===== config.mk =====
export PLATFORM = sky130hd
export DESIGN_NAME = timed_io_port
export DESIGN_NICKNAME = d
export VERILOG_FILES = /design/src/design/timed_port_pkg.sv /design/src/design/clock_block.sv /design/src/design/port_counter.sv /design/src/design/timed_io_port.sv
export VERILOG_INCLUDE_DIRS = /design/src /design/src/design
export SDC_FILE = /design/constraint.sdc
export NUM_CORES = 1
export LEC_CHECK = 0
export BUFFER_PORTS_ARGS = -buffer_cell sky130_fd_sc_hd__buf_2
export CORE_AREA = 2 2 185 150
export CTS_CLUSTER_DIAMETER = 120
export DETAILED_ROUTE_END_ITERATION = 12
export DIE_AREA = 0 0 187 152
export PLACE_DENSITY = 0.8
export SYNTH_ARGS = -nofsm -noshare
export SYNTH_HDL_FRONTEND = slang
export SYNTH_SLANG_ARGS = --single-unit

===== constraint.sdc =====
create_clock -name clock -period 5.4 [get_ports clock]
set_clock_uncertainty 0.15 [all_clocks]
set_input_delay 1.62 -clock clock [delete_from_list [all_inputs] [get_ports clock]]
set_output_delay 1.62 -clock clock [all_outputs]
set_load 0.02 [all_outputs]

===== src/design/timed_port_regs.svh =====
// constants for the timed port and its clock blocks
`ifndef TIMED_PORT_REGS_SVH
`define TIMED_PORT_REGS_SVH
`define CNT_WIDTH      16
`define CNT_RESET      16'h0000
`define CNT_STEP       16'h0001
`define NUM_CLKBLK     6
`define CLKBLK_REF     3'h0
`define CLKBLK_W       3
`define DIV_WIDTH      8
`define DIV_RESET      8'h00
`define DIV_STEP       8'h01
`define REF_FREQ_MHZ   100
`define CLK_FREQ_MHZ   40
`define REF_DIV        ((`CLK_FREQ_MHZ + `REF_FREQ_MHZ - 1) / `REF_FREQ_MHZ)
`define WIDTH_CODE_W   3
`endif


===== src/design/timed_port_pkg.sv =====
// shared types for the timed port
package timed_port_pkg;
	// port width selection
	typedef enum logic [2:0] {
		w1,
		w4,
		w8,
		w16,
		w32
	} port_width_e;
	// condition for holding off a sample
	typedef enum logic [1:0] {
		cond_none,
		cond_equal,
		cond_differ
	} cond_mode_e;
	// clock source for one clock block
	typedef enum logic [1:0] {
		src_ref,
		src_pin,
		src_divided_ref
	} clk_src_e;
endpackage


===== src/design/clock_block.sv =====
// one clock block making a port tick enable
`timescale 1ns/100ps
`include "timed_port_regs.svh"
module clock_block
	import timed_port_pkg::*;
(
	input  wire logic                     clock,
	input  wire logic                     rst_n,
	input  wire logic                     ref_tick,
	input  wire timed_port_pkg::clk_src_e src_sel,
	input  wire logic [`DIV_WIDTH-1:0]    div_ratio,
	input  wire logic                     ext_clk_sync,
	output logic                          tick
);
	import timed_port_pkg::*;

	logic                  ext_prev_reg;
	logic [`DIV_WIDTH-1:0] div_reg;
	logic                  raw_edge;
	logic                  div_done;

	// edge of the already synchronised external clock
	always_ff @(posedge clock) begin
		if (!rst_n) begin
			ext_prev_reg <= 1'b0;
		end else begin
			ext_prev_reg <= ext_clk_sync;
		end
	end

	always_comb begin
		unique case (src_sel)
			src_pin:  raw_edge = ext_clk_sync & ~ext_prev_reg;
			default:  raw_edge = ref_tick;
		endcase
	end

	// optional divide
	// ratio zero bypasses the divider
	assign div_done = (div_reg >= div_ratio);
	always_ff @(posedge clock) begin
		if (!rst_n) begin
			div_reg <= `DIV_RESET;
		end else if (raw_edge && src_sel != src_ref) begin
			div_reg <= div_done ? `DIV_RESET : div_reg + `DIV_STEP;
		end
	end

	assign tick = raw_edge && (src_sel == src_ref || div_done);
endmodule


===== src/design/port_counter.sv =====
// free running port counter with timed match
`timescale 1ns/100ps
`include "timed_port_regs.svh"
module port_counter (
	input  wire logic                  clock,
	input  wire logic                  rst_n,
	input  wire logic                  tick,
	input  wire logic                  time_armed,
	input  wire logic [`CNT_WIDTH-1:0] time_value,
	output logic [`CNT_WIDTH-1:0]      count,
	output logic                       time_hit
);
	logic [`CNT_WIDTH-1:0] count_reg;

	always_ff @(posedge clock) begin
		if (!rst_n) begin
			count_reg <= `CNT_RESET;
		end else if (tick) begin
			count_reg <= count_reg + `CNT_STEP;
		end
	end

	assign count = count_reg;
	assign time_hit = !time_armed || (count_reg == time_value);
endmodule


===== src/design/timed_io_port.sv =====
// timed io port with clock blocks and pin sharing
`timescale 1ns/100ps
`include "timed_port_regs.svh"
module timed_io_port
	import timed_port_pkg::*;
#(
	parameter int PINS = 32
)(
	input  wire logic                          clock,
	input  wire logic                          rst_n,
	input  wire logic                          port_enable,
	input  wire timed_port_pkg::port_width_e   width_sel,
	input  wire logic                          dir_out,
	input  wire logic                          open_drain,
	input  wire logic                          link_enable,
	input  wire logic [PINS-1:0]               narrow_claim,
	input  wire logic [`CLKBLK_W-1:0]          clkblk_sel,
	input  wire logic                          clkblk_set,
	input  wire logic [`CLKBLK_W-1:0]          cfg_blk,
	input  wire timed_port_pkg::clk_src_e      cfg_src,
	input  wire logic [`DIV_WIDTH-1:0]         cfg_div,
	input  wire logic                          cfg_write,
	input  wire logic                          ext_clk_pin,
	input  wire timed_port_pkg::cond_mode_e    cond_mode,
	input  wire logic [PINS-1:0]               cond_value,
	input  wire logic                          time_armed,
	input  wire logic [`CNT_WIDTH-1:0]         time_value,
	input  wire logic                          out_req,
	input  wire logic [PINS-1:0]               out_word,
	input  wire logic                          in_req,
	input  wire logic                          strobe_in_enable,
	input  wire logic                          input_ready_strobe,
	input  wire logic [PINS-1:0]               pin_in,
	output logic [PINS-1:0]                    pin_out,
	output logic [PINS-1:0]                    pin_oe_n,
	output logic                               output_qualify_strobe,
	output logic                               out_ready,
	output logic                               in_valid,
	output logic [PINS-1:0]                    in_word,
	output logic [`CNT_WIDTH-1:0]              count,
	output logic [`CNT_WIDTH-1:0]              timestamp,
	output logic                               port_event
);
	import timed_port_pkg::*;

	logic [1:0]                 ext_sync_reg;
	logic [1:0]                 strobe_sync_reg;
	logic [PINS-1:0]            pin_sync1_reg;
	logic [PINS-1:0]            pin_sync2_reg;
	logic [`CLKBLK_W-1:0]       sel_reg;
	clk_src_e                   src_reg [`NUM_CLKBLK];
	logic [`DIV_WIDTH-1:0]      div_reg [`NUM_CLKBLK];
	logic [`NUM_CLKBLK-1:0]     blk_tick;
	logic [7:0]                 ref_cnt_reg;
	logic                       ref_tick;
	logic                       tick;
	logic                       time_hit;
	logic [PINS-1:0]            width_mask;
	logic [PINS-1:0]            own_mask;
	logic [PINS-1:0]            xfer_reg;
	logic                       xfer_full_reg;
	logic [PINS-1:0]            shift_reg;
	logic                       shift_full_reg;
	logic                       strobe_out_reg;
	logic [PINS-1:0]            in_word_reg;
	logic                       in_valid_reg;
	logic [`CNT_WIDTH-1:0]      stamp_reg;
	logic                       event_reg;
	logic [PINS-1:0]            sample;
	logic                       cond_met;
	logic                       strobe_ok;
	logic                       do_out;
	logic                       do_in;

	// =========================================
	// input synchronisers
	// pins come from outside, two flops each
	always_ff @(posedge clock) begin
		if (!rst_n) begin
			ext_sync_reg    <= 2'h0;
			strobe_sync_reg <= 2'h0;
			pin_sync1_reg   <= '0;
			pin_sync2_reg   <= '0;
		end else begin
			ext_sync_reg    <= {ext_sync_reg[0], ext_clk_pin};
			strobe_sync_reg <= {strobe_sync_reg[0], input_ready_strobe};
			pin_sync1_reg   <= pin_in;
			pin_sync2_reg   <= pin_sync1_reg;
		end
	end

	// =========================================
	// clock blocks
	// reference enable; at 40 MHz it is every cycle, the fastest we can go
	always_ff @(posedge clock) begin
		if (!rst_n) begin
			ref_cnt_reg <= 8'h00;
		end else begin
			ref_cnt_reg <= ref_tick ? 8'h00 : ref_cnt_reg + 8'h01;
		end
	end
	assign ref_tick = (ref_cnt_reg >= 8'(`REF_DIV - 1));

	genvar gi;
	generate
		for (gi = 0; gi < `NUM_CLKBLK; gi++) begin : g_blk
			always_ff @(posedge clock) begin
				if (!rst_n) begin
					src_reg[gi] <= src_ref;
					div_reg[gi] <= `DIV_RESET;
				end else if (cfg_write && cfg_blk == `CLKBLK_W'(gi) && gi != 0) begin
					src_reg[gi] <= cfg_src;
					div_reg[gi] <= cfg_div;
				end
			end
			clock_block u_blk (
				.clock        (clock),
				.rst_n        (rst_n),
				.ref_tick     (ref_tick),
				.src_sel      (src_reg[gi]),
				.div_ratio    (div_reg[gi]),
				.ext_clk_sync (ext_sync_reg[1]),
				.tick         (blk_tick[gi])
			);
		end
	endgenerate

	always_ff @(posedge clock) begin
		if (!rst_n) begin
			sel_reg <= `CLKBLK_REF;
		end else if (clkblk_set && clkblk_sel < `CLKBLK_W'(`NUM_CLKBLK)) begin
			sel_reg <= clkblk_sel;
		end
	end
	assign tick = blk_tick[sel_reg];

	// =========================================
	// counter and timing
	// counter readable, time settable
	port_counter u_cnt (
		.clock      (clock),
		.rst_n      (rst_n),
		.tick       (tick),
		.time_armed (time_armed),
		.time_value (time_value),
		.count      (count),
		.time_hit   (time_hit)
	);

	// =========================================
	// width and pin ownership
	// mask to defined width
	always_comb begin
		unique case (width_sel)
			w1:  width_mask = PINS'(32'h0000_0001);
			w4:  width_mask = PINS'(32'h0000_000F);
			w8:  width_mask = PINS'(32'h0000_00FF);
			w16: width_mask = PINS'(32'h0000_FFFF);
			w32: width_mask = PINS'(32'hFFFF_FFFF);
			default: width_mask = '0;
		endcase
	end
	assign own_mask = (port_enable && !link_enable) ? (width_mask & ~narrow_claim) : '0;

	// =========================================
	// output path
	// transfer register feeds shift_reg, put on the pins whole
	assign out_ready = !xfer_full_reg;
	assign do_out = dir_out && shift_full_reg && tick && time_hit;

	always_ff @(posedge clock) begin
		if (!rst_n) begin
			xfer_reg      <= '0;
			xfer_full_reg <= 1'b0;
		end else if (out_req && !xfer_full_reg && dir_out) begin
			xfer_reg      <= out_word & width_mask;
			xfer_full_reg <= 1'b1;
		end else if (xfer_full_reg && (!shift_full_reg || do_out)) begin
			xfer_full_reg <= 1'b0;
		end
	end

	always_ff @(posedge clock) begin
		if (!rst_n) begin
			shift_reg      <= '0;
			shift_full_reg <= 1'b0;
		end else if (xfer_full_reg && (!shift_full_reg || do_out)) begin
			shift_reg      <= xfer_reg;
			shift_full_reg <= 1'b1;
		end else if (do_out) begin
			shift_full_reg <= 1'b0;
		end
	end

	// pin value holds the last word after it is sent
	always_ff @(posedge clock) begin
		if (!rst_n) begin
			pin_out        <= '0;
			strobe_out_reg <= 1'b0;
		end else begin
			strobe_out_reg <= do_out;
			if (do_out) begin
				pin_out <= shift_reg;
			end
		end
	end
	assign output_qualify_strobe = strobe_out_reg;

	// drive or float per bit
	// pin_oe_n low means driving
	generate
		for (gi = 0; gi < PINS; gi++) begin : g_pin
			assign pin_oe_n[gi] = !(own_mask[gi] && dir_out &&
				!(open_drain && pin_out[gi]));
		end
	endgenerate

	// =========================================
	// input path
	// unowned pins read as zero, word full width
	assign sample = pin_sync2_reg & own_mask;
	always_comb begin
		unique case (cond_mode)
			cond_equal:  cond_met = (sample == (cond_value & width_mask));
			cond_differ: cond_met = (sample != (cond_value & width_mask));
			default:     cond_met = 1'b1;
		endcase
	end
	assign strobe_ok = !strobe_in_enable || strobe_sync_reg[1];
	assign do_in = !dir_out && in_req && tick && time_hit && cond_met && strobe_ok;

	always_ff @(posedge clock) begin
		if (!rst_n) begin
			in_word_reg  <= '0;
			in_valid_reg <= 1'b0;
		end else begin
			in_valid_reg <= do_in;
			if (do_in) begin
				in_word_reg <= sample;
			end
		end
	end
	assign in_word  = in_word_reg;
	assign in_valid = in_valid_reg;

	// =========================================
	// timestamp and event
	// counter captured on transfer
	always_ff @(posedge clock) begin
		if (!rst_n) begin
			stamp_reg <= `CNT_RESET;
		end else if (do_in || do_out) begin
			stamp_reg <= count;
		end
	end
	assign timestamp = stamp_reg;

	always_ff @(posedge clock) begin
		if (!rst_n) begin
			event_reg <= 1'b0;
		end else begin
			event_reg <= do_in || do_out;
		end
	end
	assign port_event = event_reg;
endmodule


==> metrics.csv, run 1 <==
metric,value,unit
status,completed,
unique cell type count in the Yosys netlist,62,
row count,54,
Inserted Clock Buffers,34,
fmax,194.2,MHz
"Seq/Total Area, Yosys",48.83,%
synth top area cells,"dfxtp_1 (38%), edfxtp_1 (10%), mux2i_1 (8.4%)",
CTS Hold Bufs,0,
GR Util All Layers,27.44,%
Max Slew Vio Count,0,
via count of the first global-routing pass,11640,
max_cap viols,0,
GPL Wtd Cong,0.8857,
routed vias/inst,5.504,
GRT overflow,0,
clock sinks,327,
WP data arrival,3380,ps
RR Endpoint,shift_reg[31]$_SDFFE_PN0P_,
Hold Path Stages,1,
Worst R2R Setup Slack,1300,ps
Fin Hold WS,278.3,ps
PostCTS Resize Cnt,0,
critical path class,in2out,
P per Cell Area,303.8,nW/um^2
final hold violation count,0,
io pins,311,
Synth Instances,1501,
setup bufs post-CTS,0,
Synth area leader,dfxtp_1,
CORE AREA,26820,sq um
Syn-to-layout area delta,20.20,%
asr flop ratio synth,0,%
WHS Endpoint,pin_sync2_reg[31]$_SDFF_PN0_,
most frequent cells in the layout,"buf_2 (309), dfxtp_1 (277), nor2_1 (177)",
Slew headroom,14.63,%
clock-pin slew on the worst setup and hold paths,60,ps
proportion of layout cells with a drive suffix above 1,21.35,%
Reg-to-Reg Start,g_blk[3].u_blk.div_reg[0]$_SDFFE_PN0P_,
Synth top area share,38.43,%
mapped cell area,14430,sq um
Worst Path Required,3630,ps
period utilisation layout,95.37,%
crit start category,input pin,
Detailed Routing Iterations Pass 1,8,
first-pass GRT wire length,62.18,mm
CP Max Fanout,16,
Post-DP HPWL,28.86,mm
die width,187,um
Hold Startpoint,pin_sync1_reg[31]$_SDFF_PN0_,
Critical Path End Type,output pin,
via count,12120,
latest clock arrival within the worst-skew pair,510,ps
CTS tree,yes,
"EDFF count, synth",50,
Syn Area/Cell,9.614,sq um
CTS Buffer Depth,3,
RSZ-0062 raised after global routing,false,
initial antenna violation count,15,
largest net degree at the start of global routing,82,
syn nets,1728,
R2R depth,12,
drc violations,0,
setup violators final,0,
CTS Root Cell,clkbuf_16,
VDD IR max,0.0002290,V
DIE HEIGHT,152,um
worst-margin pin slew,1267,ps
Hold Path Class,reg2reg,
Final TNS setup,0,ps
DRT Wirelength,39.55,mm
Initial Util,53.80,%
P_leak,7.678,nW
IO Port Bufs,310,
DIE AREA,28420,sq um
"most common cell after layout, fill and taps aside",buf_2,
fillers,2237,
routed len/inst,17.96,um
Post-DRT Antenna Nets,0,
ys flop type,dfxtp_1,
Starting DRT DRC Count,1019,
Tmin final,5150,ps
Final nets,2024,
yosys warns,0,
H-tree levels,2,
number of synthesized register bits,327,
-- report_power, final --
| group | leakage, nW | total, mW | switching [mW] | internal, mW |
|---|---|---|---|---|
| clock network | 0.510 | 2.22 | 0.967 | 1.25 |
| registers | 2.73 | 2.59 | 0.0475 | 2.54 |
| logic | 4.44 | 0.459 | 0.273 | 0.186 |
| total | 7.68 | 5.27 | 1.29 | 3.98 |
-- critical path, stage by stage --
cell	delay, ps
buf_2	140
or3b_1	430
nor2_1	200
nand2_1	410
a211o_1	410
buf_2	160
-- synthesized netlist by cell type, drive strengths merged, types with 7 or more instances --
master	number
a211o	21
a21oi	49
nor4	7
o21ai	32
a22oi	22
nand2b	28
xnor2	29
a21o	15
nor3	10
inv	50
dfxtp	277
buf	19
nor2	178
nor2b	22
nor3b	12
and3	9
clkbuf	50
mux2i	121
ha	48
nand2	145
edfxtp	50
nand4	28
and2	121
nand3	37
xor2	44
-- metrics by stage --
stage / instances / setup slack, ps / cell area (sq um) / utilization, % / power, mW
floorplan: 1501 / 413.8 / 14430 / - / 2.908
global placement: 2125 / 310.6 / 16260 / 60.61 / 3.078
detailed placement: 2125 / 272.6 / 16260 / 60.61 / 3.095
CTS: 2186 / 258.7 / 17310 / 64.52 / 5.306
global route: 2199 / 121.0 / 17340 / 64.64 / 5.456
finish: 2202 / 250.1 / 17350 / 64.67 / 5.270
-- worst max-delay path by stage --
stage	from	endpoint	slack, ps	depth (start not counted)
floorplan	link_enable	pin_oe_n[16]	410	8
global placement	width_sel[1]	pin_oe_n[21]	310	6
detailed placement	width_sel[1]	pin_oe_n[17]	270	6
CTS	width_sel[2]	pin_oe_n[17]	260	6
global route	width_sel[2]	pin_oe_n[28]	120	6
finish	width_sel[1]	pin_oe_n[20]	250	6
-- logic make-up (layout without fill, tap and decap cells) --
family | count (synthesis) | in the layout | synth area share [%]
xor gates and xnor gates | 73 | 73 | 4.431
other | 0 | 16 | 0
buffers and inverters | 119 | 440 | 3.607
DFF | 327 | 327 | 48.83
muxes | 121 | 121 | 8.393
and+or+nand+nor | 624 | 624 | 21.76
adders and majority gates | 48 | 48 | 4.162
AOI/OAI and AO/OA | 189 | 189 | 8.818
-- area by class of cell --
type	instances	area (sq um)	share of cell area (%)
sequential	327	7047	40.63
multi-input combinational	1055	6869	39.60
timing repair buffer	329	1697	9.781
clock buffer	47	960.9	5.540
tap	364	455.4	2.626
inverter	50	190.2	1.096
clock inverter	14	86.33	0.4977
antenna	16	40.04	0.2308
-- layer usage --
| layer | wire (um) | track usage, % |
|---|---|---|
| met1 | 16560 | 36.03 |
| met2 | 17990 | 43.80 |
| met3 | 3185 | 5.313 |
| met4 | 1803 | 13.00 |
| met5 | 11 | 0 |
Note: power is estimated with default switching activity, not from simulation.
==> inputs of run 2 (changes only) <==
Settings changed: CORE_AREA 2 2 185 150 to 2 2 178 145, DIE_AREA 0 0 187 152 to 0 0 180 147, PLACE_DENSITY 0.8 to 0.85.
Clock period 5.4 ns to 6.6 ns, I/O delays scaled along.
==> metrics.csv, run 2 (synthesis gave the netlist of run 1 again) <==
metric,value,unit,change
Worst R2R Setup Slack,2520,ps,+1220 ps
io pins,311,,unchanged
RR Endpoint,shift_reg[19]$_SDFFE_PN0P_,,
initial antenna violation count,7,,-8
Tmin final,5951,ps,
RSZ-0062 raised after global routing,false,,
proportion of layout cells with a drive suffix above 1,21.61,%,+0.26 points
PostCTS Resize Cnt,0,,unchanged
Worst path max stage delay,450,ps,+20 ps
post-layout power,4.577,mW,-13%
CTS Root Cell,clkbuf_16,,
footprint of the multi-input gates,6869,sq um,unchanged
Final nets,2024,,unchanged
DIE HEIGHT,147,um,-3.3%
worst-margin pin slew,1292,ps,+24.48 ps
setup violators final,0,,unchanged
Detailed Routing Iterations Pass 1,5,,-3
Starting DRT DRC Count,938,,-7.9%
Post-DRT Antenna Nets,0,,unchanged
Syn-to-layout area delta,21.00,%,
largest net degree at the start of global routing,94,,+15%
clock sinks,327,,unchanged
WP data arrival,3820,ps,+440 ps
CP dominant cell by count,buf_2,,
register area,7047,sq um,unchanged
CP Max Fanout,16,,unchanged
Max Slew Vio Count,0,,unchanged
period utilisation layout,90.16,%,
Worst Path Required,4470,ps,+840 ps
IO Port Bufs,310,,unchanged
"most common cell after layout, fill and taps aside",buf_2,,
Reg-to-Reg Start,g_blk[3].u_blk.div_reg[0]$_SDFFE_PN0P_,,
WHS Endpoint,pin_sync2_reg[9]$_SDFF_PN0_,,
CTS Hold Bufs,0,,unchanged
GRT overflow,0,,unchanged
most frequent cells in the layout,"buf_2 (310), dfxtp_1 (277), nor2_1 (177)",,
clock-pin slew on the worst setup and hold paths,60,ps,about the same
CORE AREA,24790,sq um,-7.6%
final worst slack,649.2,ps,+399.1 ps
Initial Util,58.21,%,+4.4 points
Hold Path Stages,1,,unchanged
VDD IR max,0.0002069,V,-9.7%
"CP delay by family, top",simple AND/OR/NAND/NOR gates,,
GR Util All Layers,28.57,%,+1.1 points
CTS tree,yes,,
Hold Startpoint,pin_sync1_reg[9]$_SDFF_PN0_,,
P_leak,7.766,nW,+1.1%
routed len/inst,18.30,um,+1.9%
P per Cell Area,262.1,nW/um^2,-14%
status,completed,,
Hold Path Class,reg2reg,,
drc violations,0,,unchanged
fmax,168.0,MHz,
fillers,1864,,-17%
Fin Hold WS,276.0,ps,-2.303 ps
Slew headroom,13.57,%,-1.1 points
via count of the first global-routing pass,11760,,+1.1%
Critical Path End Type,output pin,,
WP buf/inv,2,,unchanged
first-pass GRT wire length,61.06,mm,-1.8%
R2R depth,12,,unchanged
GPL Wtd Cong,0.8832,,-0.28%
DIE AREA,26460,sq um,-6.9%
row count,52,,-3.7%
pre-CTS setup slack,724.6,ps,+452.0 ps
routed vias/inst,5.665,,+2.9%
slowest CP cell,nand2_1,,
setup bufs post-CTS,0,,unchanged
final hold violation count,0,,unchanged
critical path cell sequence,"buf_2, or3b_1, nor2_1, nand2_1, a211o_1, buf_2",,
latest clock arrival within the worst-skew pair,520,ps,about the same
die width,180,um,-3.7%
crit start category,input pin,,
DRT Wirelength,39.39,mm,-0.40%
Final TNS setup,0,ps,unchanged
Inserted Clock Buffers,34,,unchanged
critical path class,in2out,,
max_cap viols,0,,unchanged
via count,12200,,+0.64%
Post-DP HPWL,28.56,mm,-1.0%
H-tree levels,2,,unchanged
CTS Buffer Depth,3,,unchanged
## run 2: changes by cell type in the layout (fill, tap and decap cells not counted), sizes merged
cell / previous run / this run
clkinv: 9 / 5
inv: 52 / 50
clkbuf: 47 / 49
bufinv: 0 / 5
diode: 16 / 6
## run 2: stage by stage
stage	cells	instance area, sq um	utilization, %
finish	2153	17460	70.44
global placement	2084	16200	65.35
floorplan	1501	14430	-
global route	2151	17460	70.42
CTS	2146	17440	70.36
detailed placement	2084	16200	65.35
## run 2: cell type report
| class | count | area share, % |
|---|---|---|
| clock buffer | 49 | 5.840 |
| sequential | 327 | 40.36 |
| antenna | 6 | 0.08599 |
| inverter | 50 | 1.089 |
| multi-input combinational | 1055 | 39.34 |
| clock inverter | 13 | 1.261 |
| timing repair buffer | 329 | 9.703 |
| tap | 324 | 2.322 |
## run 2: worst max path at each step
| stage | from | end | slack [ps] | cells after the start |
|---|---|---|---|---|
| after floorplan | link_enable | pin_oe_n[16] | 890 | 8 |
| after global placement | width_sel[1] | pin_oe_n[23] | 810 | 6 |
| after detailed placement | width_sel[1] | pin_oe_n[19] | 720 | 6 |
| after CTS | width_sel[1] | pin_oe_n[19] | 720 | 6 |
| after global routing | width_sel[2] | pin_oe_n[15] | 590 | 6 |
| final | width_sel[1] | pin_oe_n[19] | 650 | 6 |
## run 2: power by group
part	leakage (nW)	total (mW)	internal, mW	switching [mW]
Clock	0.598	2.08	1.28	0.801
Combinational	4.43	0.377	0.152	0.225
Sequential	2.73	2.12	2.08	0.0373
## run 2: layer usage
metal	global-route usage (%)	share of wire, %
met1	36.42	41
met2	47.36	46
met3	6.247	8.3
met4	11.71	3.8
met5	0	0.038
## run 2: worst register-to-register path, stage by stage, from the launching register on
cell      delay, ps
dfxtp_1         360
inv_1            90
ha_1            270
nand2b_1        150
a211oi_1        260
o21bai_1        120
a221oi_1        460
o21ai_0         270
a22oi_1         230
buf_4           230
o22a_2          930
mux2i_1         350
nor2_1           70
